$ cat config.mk
export PLATFORM = sky130hd
export DESIGN_NAME = lwc_lin_wake_ctrl
export DESIGN_NICKNAME = d
export VERILOG_FILES = /design/src/core/lwc_pkg.sv /design/src/core/lwc_lin_wake_ctrl.sv /design/src/core/lwc_lin_chan.sv /design/src/core/lwc_wake_filt.sv
export SDC_FILE = /design/constraint.sdc
export NUM_CORES = 1
export LEC_CHECK = 0
export BUFFER_PORTS_ARGS = -buffer_cell sky130_fd_sc_hd__buf_2
export CORE_MARGIN = 2
export CORE_UTILIZATION = 57
export DETAILED_ROUTE_END_ITERATION = 6
export GPL_TIMING_DRIVEN = 0
export PLACE_DENSITY = 0.77
export SLEW_MARGIN = 15
export SYNTH_ARGS = -nofsm -noshare
export SYNTH_HDL_FRONTEND = slang
export SYNTH_SLANG_ARGS = --single-unit
$ cat constraint.sdc
create_clock -name pclk -period 18 [get_ports pclk]
set_input_delay 3.6 -clock pclk [delete_from_list [all_inputs] [get_ports pclk]]
set_output_delay 3.6 -clock pclk [all_outputs]
set_load 0.01 [all_outputs]
$ cat src/core/lwc_pkg.sv
package lwc_pkg;

  // Clock and time figures
  localparam int CLK_PERIOD_NS   = 20;
  localparam int WAKE_FILT_NS    = 50_000;
  localparam int LIN_WAKE_NS     = 100_000;
  localparam int TX_TIMEOUT_NS   = 20_000_000;
  // Least times round up to whole cycles
  localparam int WAKE_FILT_CYC   = (WAKE_FILT_NS + CLK_PERIOD_NS - 1) / CLK_PERIOD_NS;
  localparam int LIN_WAKE_CYC    = (LIN_WAKE_NS + CLK_PERIOD_NS - 1) / CLK_PERIOD_NS;
  localparam int TX_TIMEOUT_CYC  = (TX_TIMEOUT_NS + CLK_PERIOD_NS - 1) / CLK_PERIOD_NS;

  // Register byte offsets
  localparam logic [11:0] ADDR_CTRL   = 12'h000;
  localparam logic [11:0] ADDR_STATUS = 12'h004;
  localparam logic [11:0] ADDR_CLEAR  = 12'h008;
  localparam logic [11:0] ADDR_CMD    = 12'h00c;

  // Status and clear bit positions
  localparam int ST_BAT_LOW  = 0;
  localparam int ST_WU_LEVEL = 1;
  localparam int ST_WU_FLAG  = 2;
  localparam int ST_LIN0_WK  = 3;
  localparam int ST_LIN1_WK  = 4;
  localparam int ST_DEV_MODE = 5;
  localparam int ST_CFG_PIN  = 6;
  localparam int ST_WD_FAIL  = 7;
  localparam int ST_TX0_TO   = 8;
  localparam int ST_TX1_TO   = 9;
  localparam int CMD_CONFIG  = 0;

  // Sync vector bit positions
  localparam int PIN_PORH = 0;
  localparam int PIN_BAT  = 1;
  localparam int PIN_BUS  = 2;
  localparam int PIN_TX   = 4;
  localparam int PIN_WU   = 6;
  localparam int PIN_DEV  = 7;
  localparam int PIN_CFG  = 8;
  localparam int NPIN     = 9;

  typedef enum logic [2:0] {
    OP_PWRUP_RESET, OP_STARTUP, OP_NORMAL, OP_FLASH, OP_STANDBY, OP_SLEEP, OP_FAILSAFE
  } lwc_op_e;
  typedef enum logic [1:0] {LIN_OFF, LIN_WAKE, LIN_RXO, LIN_NORM} lwc_lin_mode_e;
  typedef enum logic [1:0] {ST_SHUTDOWN, ST_CONFIG, ST_RUN} lwc_top_e;

  typedef struct packed {
    logic       fast_fs;
    logic [1:0] wake_edge_select;
    logic       low_slope;
    logic       to_dis;
    logic [1:0] lin1_field;
    logic [1:0] lin0_field;
  } lwc_ctrl_s;
  localparam lwc_ctrl_s CTRL_RST = 9'h000;

  typedef struct packed {
    logic dev_mode;
    logic cfg;
  } lwc_strap_s;

  // Channel mode from control field and chip mode
  function automatic lwc_lin_mode_e lin_mode(logic [1:0] field, lwc_op_e op);
    if (op == OP_FAILSAFE)
      lin_mode = LIN_WAKE;
    else if (op == OP_PWRUP_RESET)
      lin_mode = LIN_OFF;
    else if (op == OP_SLEEP && field != 2'h1)
      lin_mode = LIN_OFF;
    else
      lin_mode = lwc_lin_mode_e'(field);
  endfunction

endpackage

$ cat src/core/lwc_lin_wake_ctrl.sv
`timescale 1ns/10ps
module lwc_lin_wake_ctrl
  import lwc_pkg::*;
#(
  parameter int LIN_WAKE_CYCLES   = LIN_WAKE_CYC,
  parameter int TX_TIMEOUT_CYCLES = TX_TIMEOUT_CYC,
  parameter int WAKE_FILT_CYCLES  = WAKE_FILT_CYC
) (
  input  wire logic        pclk,
  input  wire logic        presetn,
  input  wire logic        psel,
  input  wire logic        penable,
  input  wire logic        pwrite,
  input  wire logic [11:0] paddr,
  input  wire logic [31:0] pwdata,
  output logic [31:0]      prdata,
  output logic             pready,
  output logic             pslverr,
  input  wire lwc_op_e     op_mode,
  input  wire logic        mid_below_por_low,
  input  wire logic        mid_above_por_high,
  input  wire logic        battery_low_threshold,
  input  wire logic [1:0]  lin_bus_pin,
  input  wire logic [1:0]  lin_tx_input,
  input  wire logic        local_wake_pin,
  input  wire logic        dev_mode_strap_pin,
  input  wire logic        failsafe_strap_pin,
  input  wire logic        wd_failure,
  input  wire logic        reset_out_n_clamped,
  output logic [1:0]       lin_rx_output,
  output logic [1:0]       lin_tx_dominant,
  output logic             lin_low_slope,
  output logic             wake_pull_up,
  output logic             wake_pull_down,
  output logic             wake_irq_req,
  output logic             wake_reset_req,
  output logic             reset_out_n,
  output logic             main_supply_uv_n,
  output logic             supply_enable,
  output logic             sdo_enable,
  output logic             powerup_start,
  output logic             failsafe_outputs,
  output logic             failsafe_mode_req
);

  typedef struct packed {
    logic [NPIN-1:0] s1;
    logic [NPIN-1:0] s2;
    logic [NPIN-1:0] s3;
    logic [NPIN-1:0] flt;
    lwc_top_e        fsm;
    lwc_ctrl_s       ctrl;
    lwc_strap_s      strap;
    logic            wu_flag;
    logic [1:0]      lin_flag;
    logic            wd_flag;
    logic [1:0]      fails;
    logic            fso;
    logic            fs_req;
    logic            irq;
    logic            rst_req;
    logic            run;
    logic            pup;
    logic            slope;
    logic            pready;
    logic            pslverr;
    logic [31:0]     prdata;
  } lwc_state_s;

  lwc_state_s st, next_st;

  logic          arst_n;
  lwc_lin_mode_e mode0, mode1;
  logic [1:0]    rx, txd, tout, lwk, lwp;
  logic          wu_level, wu_edge;

  // Falling below the low level drops straight into shut-down, no clock needed
  assign arst_n = presetn && !mid_below_por_low;

  // Sync filter: a change counts once stages two and three agree
  function automatic logic [NPIN-1:0] agree(logic [NPIN-1:0] a, logic [NPIN-1:0] b,
                                            logic [NPIN-1:0] old);
    agree = (~(a ^ b) & b) | ((a ^ b) & old);
  endfunction

  // Chip mode as seen by the channels; outside run everything is off
  function automatic lwc_op_e eff_op(lwc_top_e fsm, lwc_op_e op);
    eff_op = (fsm == ST_RUN) ? op : OP_PWRUP_RESET;
  endfunction

  function automatic logic active_op(lwc_op_e op);
    active_op = op inside {OP_STARTUP, OP_NORMAL, OP_STANDBY, OP_FLASH};
  endfunction

  assign mode0 = lin_mode(st.ctrl.lin0_field, eff_op(st.fsm, op_mode));
  assign mode1 = lin_mode(st.ctrl.lin1_field, eff_op(st.fsm, op_mode));

  // Two identical transceiver channels
  for (genvar i = 0; i < 2; i++)
  begin : g_lin
    lwc_lin_chan #(
      .WAKE_CYC (LIN_WAKE_CYCLES),
      .TO_CYC   (TX_TIMEOUT_CYCLES)
    ) u_chan (
      .pclk       (pclk),
      .arst_n     (arst_n),
      .mode       (i == 0 ? mode0 : mode1),
      .tx_in      (st.flt[PIN_TX + i]),
      .bus_in     (st.flt[PIN_BUS + i]),
      .to_dis     (st.ctrl.to_dis),
      .bat_low    (st.flt[PIN_BAT]),
      .rx_out     (rx[i]),
      .tx_dom     (txd[i]),
      .timed_out  (tout[i]),
      .waked      (lwk[i]),
      .wake_pulse (lwp[i])
    );
  end

  lwc_wake_filt #(
    .FILT_CYC (WAKE_FILT_CYCLES)
  ) u_wake (
    .pclk       (pclk),
    .arst_n     (arst_n),
    .pin        (st.flt[PIN_WU]),
    .edge_sel   (st.ctrl.wake_edge_select),
    .level      (wu_level),
    .pull_up    (wake_pull_up),
    .pull_down  (wake_pull_down),
    .edge_pulse (wu_edge)
  );

  always_comb
  begin
    logic        setup, wr;
    logic [31:0] stat;
    logic [31:0] rd;
    logic        wake_ev, sampled_cfg, act;
    setup       = 1'b0;
    wr          = 1'b0;
    stat        = 32'h0000_0000;
    rd          = 32'h0000_0000;
    wake_ev     = 1'b0;
    sampled_cfg = 1'b0;
    act         = 1'b0;
    next_st = st;
    // Pin synchronisers
    next_st.s1  = {failsafe_strap_pin, dev_mode_strap_pin, local_wake_pin, lin_tx_input,
                   lin_bus_pin, battery_low_threshold, mid_above_por_high};
    next_st.s2  = st.s1;
    next_st.s3  = st.s2;
    next_st.flt = agree(st.s2, st.s3, st.flt);

    // Status word
    stat[ST_BAT_LOW]  = st.flt[PIN_BAT];
    stat[ST_WU_LEVEL] = active_op(op_mode) && st.fsm == ST_RUN && wu_level;
    stat[ST_WU_FLAG]  = st.wu_flag;
    stat[ST_LIN0_WK]  = st.lin_flag[0];
    stat[ST_LIN1_WK]  = st.lin_flag[1];
    stat[ST_DEV_MODE] = st.strap.dev_mode;
    stat[ST_CFG_PIN]  = st.strap.dev_mode ? st.flt[PIN_CFG] : st.strap.cfg;
    stat[ST_WD_FAIL]  = st.wd_flag;
    stat[ST_TX0_TO]   = tout[0];
    stat[ST_TX1_TO]   = tout[1];

    // APB: one wait-free access phase, answer registered at setup
    setup = psel && !penable;
    wr    = psel && penable && st.pready && pwrite;
    next_st.pready = setup;
    if (setup)
    begin
      unique case (paddr)
        ADDR_CTRL:   rd = {23'h000000, st.ctrl};
        ADDR_STATUS: rd = stat;
        ADDR_CLEAR:  rd = 32'h0000_0000;
        ADDR_CMD:    rd = 32'h0000_0000;
        default:     rd = 32'h0000_0000;
      endcase
      next_st.prdata  = pwrite ? 32'h0000_0000 : rd;
      next_st.pslverr = !(paddr inside {ADDR_CTRL, ADDR_STATUS, ADDR_CLEAR, ADDR_CMD}) ||
                        (!pwrite && paddr == ADDR_CLEAR) || (!pwrite && paddr == ADDR_CMD);
    end
    else
    begin
      // Answer stands in the access phase only, zero otherwise
      next_st.prdata  = 32'h0000_0000;
      next_st.pslverr = 1'b0;
    end
    // Control writes only while the serial side is alive
    if (wr && paddr == ADDR_CTRL && st.fsm == ST_RUN)
      next_st.ctrl = lwc_ctrl_s'(pwdata[8:0]);
    // Write-one-to-clear, a same-cycle event still sets the flag
    if (wr && paddr == ADDR_CLEAR)
    begin
      next_st.wu_flag  = st.wu_flag && !pwdata[ST_WU_FLAG];
      next_st.lin_flag = st.lin_flag & ~pwdata[ST_LIN1_WK:ST_LIN0_WK];
      next_st.wd_flag  = st.wd_flag && !pwdata[ST_WD_FAIL];
    end

    // Wake events; none are seen outside run
    next_st.irq     = 1'b0;
    next_st.rst_req = 1'b0;
    if (st.fsm == ST_RUN && op_mode != OP_PWRUP_RESET)
    begin
      if (wu_edge)
        next_st.wu_flag = 1'b1;
      next_st.lin_flag = next_st.lin_flag | lwp;
      wake_ev = wu_edge || (|lwp);
      next_st.irq     = wake_ev && active_op(op_mode);
      next_st.rst_req = wake_ev && !active_op(op_mode);
    end

    // Watchdog failure and clamped reset reaction
    next_st.fs_req = 1'b0;
    if (st.fsm == ST_RUN && wd_failure)
    begin
      next_st.wd_flag = 1'b1;
      if (!st.strap.dev_mode)
      begin
        act = st.ctrl.fast_fs ? (st.fails == 2'h0) : (st.fails == 2'h1);
        if (st.fails != 2'h3)
          next_st.fails = st.fails + 2'h1;
        if (act && (st.strap.cfg || !st.ctrl.fast_fs))
          next_st.fso = 1'b1;
        if (act && !st.strap.cfg)
          next_st.fs_req = 1'b1;
      end
    end
    // Development configuration never acts on a clamped reset
    if (st.fsm == ST_RUN && reset_out_n_clamped && !st.strap.dev_mode)
    begin
      next_st.fso = 1'b1;
      if (!st.strap.cfg)
        next_st.fs_req = 1'b1;
    end

    // Shut-down and configuration sequencing
    next_st.pup = 1'b0;
    unique case (st.fsm)
      ST_SHUTDOWN:
        if (st.flt[PIN_PORH])
          next_st.fsm = ST_CONFIG;
      ST_CONFIG:
      begin
        // Straps are caught here only, so later pin changes cannot alter them
        next_st.strap = '{dev_mode: st.flt[PIN_DEV], cfg: st.flt[PIN_CFG]};
        next_st.fails = 2'h0;
        next_st.fso   = 1'b0;
        next_st.fsm   = ST_RUN;
        next_st.pup   = 1'b1;
      end
      ST_RUN:
        if (wr && paddr == ADDR_CMD && pwdata[CMD_CONFIG] &&
            op_mode inside {OP_STARTUP, OP_NORMAL})
          next_st.fsm = ST_CONFIG;
      default:
        next_st.fsm = ST_SHUTDOWN;
    endcase
    sampled_cfg = next_st.strap.cfg;
    // Supplies, resets and serial output held off outside run
    next_st.run   = (next_st.fsm == ST_RUN) && sampled_cfg == next_st.strap.cfg;
    next_st.slope = next_st.ctrl.low_slope;
  end

  // Single state register, shut-down is the reset state
  always_ff @(posedge pclk or negedge arst_n)
  begin
    if (!arst_n)
      st <= '{s1: '0, s2: '0, s3: '0, flt: '0, fsm: ST_SHUTDOWN, ctrl: CTRL_RST,
              strap: '0, wu_flag: 1'b0, lin_flag: 2'h0, wd_flag: 1'b0, fails: 2'h0,
              fso: 1'b0, fs_req: 1'b0, irq: 1'b0, rst_req: 1'b0, run: 1'b0, pup: 1'b0,
              slope: 1'b0, pready: 1'b0, pslverr: 1'b0, prdata: 32'h0000_0000};
    else
      st <= next_st;
  end

  assign prdata            = st.prdata;
  assign pready            = st.pready;
  assign pslverr           = st.pslverr;
  assign lin_rx_output     = rx;
  assign lin_tx_dominant   = txd;
  assign lin_low_slope     = st.slope;
  assign wake_irq_req      = st.irq;
  assign wake_reset_req    = st.rst_req;
  assign reset_out_n       = st.run;
  assign main_supply_uv_n  = st.run;
  assign supply_enable     = st.run;
  assign sdo_enable        = st.run;
  assign powerup_start     = st.pup;
  assign failsafe_outputs  = st.fso;
  assign failsafe_mode_req = st.fs_req;

endmodule

$ cat src/core/lwc_lin_chan.sv
`timescale 1ns/10ps
module lwc_lin_chan
  import lwc_pkg::*;
#(
  parameter int WAKE_CYC = LIN_WAKE_CYC,
  parameter int TO_CYC   = TX_TIMEOUT_CYC
) (
  input  wire logic          pclk,
  input  wire logic          arst_n,
  input  wire lwc_lin_mode_e mode,
  input  wire logic          tx_in,
  input  wire logic          bus_in,
  input  wire logic          to_dis,
  input  wire logic          bat_low,
  output logic               rx_out,
  output logic               tx_dom,
  output logic               timed_out,
  output logic               waked,
  output logic               wake_pulse
);
  localparam int WW = $clog2(WAKE_CYC + 1);
  localparam int TW = $clog2(TO_CYC + 1);

  typedef struct packed {
    logic [WW-1:0] dom_cnt;
    logic [TW-1:0] to_cnt;
    logic          timed_out;
    logic          waked;
    logic          wp;
    logic          rx;
    logic          txd;
  } lwc_chan_s;

  lwc_chan_s st, next_st;

  always_comb
  begin
    next_st = st;
    next_st.wp = 1'b0;
    // Wake needs a long dominant then a recessive; stuck-low bus never wakes
    if (mode == LIN_WAKE)
    begin
      if (!bus_in)
      begin
        if (st.dom_cnt < WW'(WAKE_CYC))
          next_st.dom_cnt = st.dom_cnt + 1'b1;
      end
      else
      begin
        if (st.dom_cnt >= WW'(WAKE_CYC) && !st.waked)
        begin
          next_st.waked = 1'b1;
          next_st.wp    = 1'b1;
        end
        next_st.dom_cnt = '0;
      end
    end
    else
    begin
      next_st.waked   = 1'b0;
      next_st.dom_cnt = '0;
    end
    // Dominant time-out, battery level does not affect it
    if (mode != LIN_NORM || tx_in || to_dis)
    begin
      next_st.to_cnt    = '0;
      next_st.timed_out = 1'b0;
    end
    else if (st.to_cnt < TW'(TO_CYC))
      next_st.to_cnt = st.to_cnt + 1'b1;
    else
      next_st.timed_out = 1'b1;
    // Transmit only in normal mode, not timed out, battery fine
    next_st.txd = (mode == LIN_NORM) && !tx_in && !next_st.timed_out && !bat_low;
    // Receive path per mode
    unique case (mode)
      LIN_OFF:  next_st.rx = 1'b1;
      LIN_WAKE: next_st.rx = !next_st.waked;
      LIN_RXO:  next_st.rx = bus_in;
      LIN_NORM: next_st.rx = bus_in;
    endcase
  end

  always_ff @(posedge pclk or negedge arst_n)
  begin
    if (!arst_n)
      st <= '{dom_cnt: '0, to_cnt: '0, timed_out: 1'b0, waked: 1'b0, wp: 1'b0,
              rx: 1'b1, txd: 1'b0};
    else
      st <= next_st;
  end

  assign rx_out     = st.rx;
  assign tx_dom     = st.txd;
  assign timed_out  = st.timed_out;
  assign waked      = st.waked;
  assign wake_pulse = st.wp;
endmodule

$ cat src/core/lwc_wake_filt.sv
`timescale 1ns/10ps
module lwc_wake_filt
  import lwc_pkg::*;
#(
  parameter int FILT_CYC = WAKE_FILT_CYC
) (
  input  wire logic       pclk,
  input  wire logic       arst_n,
  input  wire logic       pin,
  input  wire logic [1:0] edge_sel,
  output logic            level,
  output logic            pull_up,
  output logic            pull_down,
  output logic            edge_pulse
);
  localparam int CW = $clog2(FILT_CYC + 1);

  typedef struct packed {
    logic [CW-1:0] cnt;
    logic          prev;
    logic          known;
    logic          level;
    logic          ep;
    logic          pu;
    logic          pd;
  } lwc_wf_s;

  lwc_wf_s st, next_st;

  // Level accepted only after it held for the filter time
  always_comb
  begin
    next_st = st;
    next_st.ep   = 1'b0;
    next_st.prev = pin;
    if (pin != st.prev)
      next_st.cnt = '0;
    else if (pin != st.level || !st.known)
    begin
      if (st.cnt < CW'(FILT_CYC))
        next_st.cnt = st.cnt + 1'b1;
      else
      begin
        next_st.level = pin;
        next_st.known = 1'b1;
        next_st.cnt   = '0;
        // Edges only from the filtered level, so short glitches are dropped
        if (st.known)
          next_st.ep = pin ? edge_sel[0] : edge_sel[1];
      end
    end
    else
      next_st.cnt = '0;
    // Pulls registered so the pins come straight from flops
    next_st.pu = next_st.known && next_st.level;
    next_st.pd = next_st.known && !next_st.level;
  end

  always_ff @(posedge pclk or negedge arst_n)
  begin
    if (!arst_n)
      st <= '{cnt: '0, prev: 1'b0, known: 1'b0, level: 1'b0, ep: 1'b0, pu: 1'b0, pd: 1'b0};
    else
      st <= next_st;
  end

  assign level      = st.level;
  assign pull_up    = st.pu;
  assign pull_down  = st.pd;
  assign edge_pulse = st.ep;
endmodule

==> metrics.yaml <==
routing:
  routed-via-count: 5751
  viasPerCell: 5.50
  wirelength_um: 16000
  wl_per_cell_um: 15.3
  ant_nets: 0
  dr.pass1.iters: 5
  drtIter0Drc: 514
  drcViolationCount: 0
timing:
  setup_tns_ns: 0
  tightest_slew_ns: 0.900
  whs_ns: 0.345
  clock_skew_ns: 0.0103
  maxSlewViolCount: 0
  fin_crit_sh_pct: 28.5
  hold_viol_final: 0
  setup_viol: 0
  rsz0062_at_grt: "no"
  fin_crit_ns: 5.12
  slew_headroom_pct: 39.5
  timing.fmax_mhz: 195
clock_network:
  cts_buffer_depth: 2
  cts_tree: "yes"
  cts_root_buf: "clkbuf_16"
  cts.clk_slew.worst_paths_ns: 0.07
  post_cts_resized: 0
  numCtsBuffers: 17
  cts_sinks: 167
  insertion_delay_ns: 0.43
  post_cts_buffers: 0
  hold_buffers: 0
  htree_levels: 4
final_layout:
  final_cell_mix: "dfrtp_1 (165), nor2_1 (107), buf_2 (75)"
  seq_area_um2: 4180
  nets: 930
  layout-drive-gt1-share_pct: 21.2
  final_common_cell: "dfrtp_1"
  n_fill_cell: 992
  area_delta_synth_final_pct: 17.8
  multi_input_area_um2: 3140
floorplan:
  start_util_pct: 58.5
  io_pins: 114
  fp.dieArea_um2: 14500
  die_w_um: 121
  coreArea_um2: 13200
  die_h_um: 121
  rows: 42
power:
  p_leak_nw: 3.99
  p_total_mw: 0.871
  ir_drop_mv: 0.0694
  p_per_area_nw_per_um2: 95.5
yosys:
  netlist-cell-type-count: 61
  ys_seq_area_share_pct: 54.0
  syn_avg_cell_area_um2: 10.4
  async_flop_share_pct: 100
  synth_enable_flop_cells: 0
  synthFlopType: "dfrtp_1"
  ys_warn_count: 0
  ys_seq_elements: 167
  synth_cells: 744
  synth_area_um2: 7750
worst_setup_path:
  critPathKind: "input port to register"
  timing.rr.start: "u_wake.st[11]$_DFF_PN0_"
  worst_setup_path_start_kind: "input port"
  startpoint: "op_mode[0]"
  cp_max_fo: 10
  end_kind: "register"
  cp.arrival_ns: 5.44
  crit_required_ns: 18.32
grt:
  grt_busiest_layer: "met2"
  grt_antenna_before_repair: 2
  gr-total-overflow: 0
  grt_max_degree: 31
  globalRouteTotalUtil_pct: 23.6
  grt_pass1_vias: 5748
  grt_pass1_wl_um: 27100
  gr-usage-met3_pct: 5.57
  grtUsageMet2_pct: 39.2
  use_met1_pct: 29.7
min_path:
  min_path_type: "register to register"
  hp-start: "next_st[78]$_DFF_PN0_"
place:
  dp_hpwl_um: 11300
  routabilityCongestion: 0.877
  port_buffers: 66
run:
  maxCapViolations: 0
outcome:
  status: "completed"
-- path summary, 6_finish.rpt --
| kind | end | slack (ns) | cells after the start |
|---|---|---|---|
| max reg2reg | u_wake.st[16]$_DFF_PN0_ | 15.84 | 6 |
| max in group asynchronous | g_lin[1].u_chan.rx_out$_DFF_PN1_ | 13.54 | 5 |
| max | g_lin[1].u_chan.st[29]$_DFFE_PN0P_ | 12.88 | 7 |
| min reg2reg | next_st[69]$_DFF_PN0_ | 0.35 | 0 |
| min in group asynchronous | st[42]$_DFFE_PN0P_ | 3.33 | 2 |
| min | next_st[69]$_DFF_PN0_ | 0.35 | 0 |
-- synth_stat cells, types with 7 or more instances --
cell type,number,area [um2]
xnor2_1,40,350
mux2i_1,9,90.1
xor2_1,20,175
inv_1,22,82.6
a22o_1,7,61.3
a21oi_1,28,140
ha_1,10,125
nor2_1,107,402
nand2_1,38,143
clkbuf_1,14,52.6
mux2_2,11,124
nand4_1,21,131
o21ai_0,20,100
dfrtp_1,165,4130
nor3_1,18,90.1
maj3_1,9,90.1
or3_1,10,62.6
buf_4,40,300
buf_2,9,45.0
nor4_1,11,68.8
nand3_1,43,215
a211oi_1,8,60.1
-- registers in the layout, summed over array words and instances (netlist names), 2 cells and up, named ones only --
name,count
g_lin.u_chan.tx_dom,2
u_wake.st,14
next_st,18
g_lin.u_chan.timed_out,2
g_lin.u_chan.rx_out,2
st,27
g_lin.u_chan.wake_pulse,2
prdata,10
g_lin.u_chan.waked,2
g_lin.u_chan.st,66
-- cells by family after synthesis --
kind of cell / synth area share, %
adder cells (fa/ha/maj): 2.78
AND/OR/NAND/NOR: 18.8
XOR/XNOR: 6.78
buffers and inverters: 6.69
flip-flops: 54.0
other: 0.0484
multiplexers: 2.76
AO/OA/AOI/OAI: 8.14
-- power breakdown --
group          leakage, nW  switching (mW)  internal [mW]  total, mW
Combinational         1.48          0.0554         0.0430     0.0984
Clock                0.284           0.150          0.213      0.363
Sequential            2.22          0.0157          0.394      0.410
-- through the flow --
| stage | instances | worst slack (ns) | utilization, % | instance area, um2 |
|---|---|---|---|---|
| after floorplan | 765 | 3.82 | - | 7830 |
| final | 1046 | 12.88 | 68.9 | 9130 |
| after CTS | 1045 | 12.93 | 68.8 | 9120 |
| after global routing | 1046 | 12.69 | 68.9 | 9130 |
| after global placement | 1007 | 0.370 | 63.3 | 8380 |
| after detailed placement | 1013 | 12.48 | 64.3 | 8520 |
-- worst max-delay path: stages --
cell and delay, ns:
clkbuf_1 0.18, nor3_1 0.56, nor2_1 0.25, a31oi_1 0.34
or2_2 0.21, buf_2 0.22, nor2_1 0.08
-- routing by layer --
metal | part of all wire [%] | vias up | wire, um
li1 | - | 2739 | -
met1 | 44 | 2789 | 6990
met2 | 49 | 186 | 7850
met3 | 5.2 | 35 | 827
met4 | 2.1 | 2 | 334
met5 | 0.081 | - | 13
-- cell type report --
class / count / share of cell area [%]
buffer: 67 / 4.77
tap: 176 / 2.41
antenna: 1 / 0.0274
timing repair buffer: 72 / 5.10
clock inverter: 12 / 1.54
inverter: 22 / 0.905
clock buffer: 20 / 5.00
multi-input combinational: 509 / 34.4
sequential: 167 / 45.8
Power figures use the tool's default switching activity.
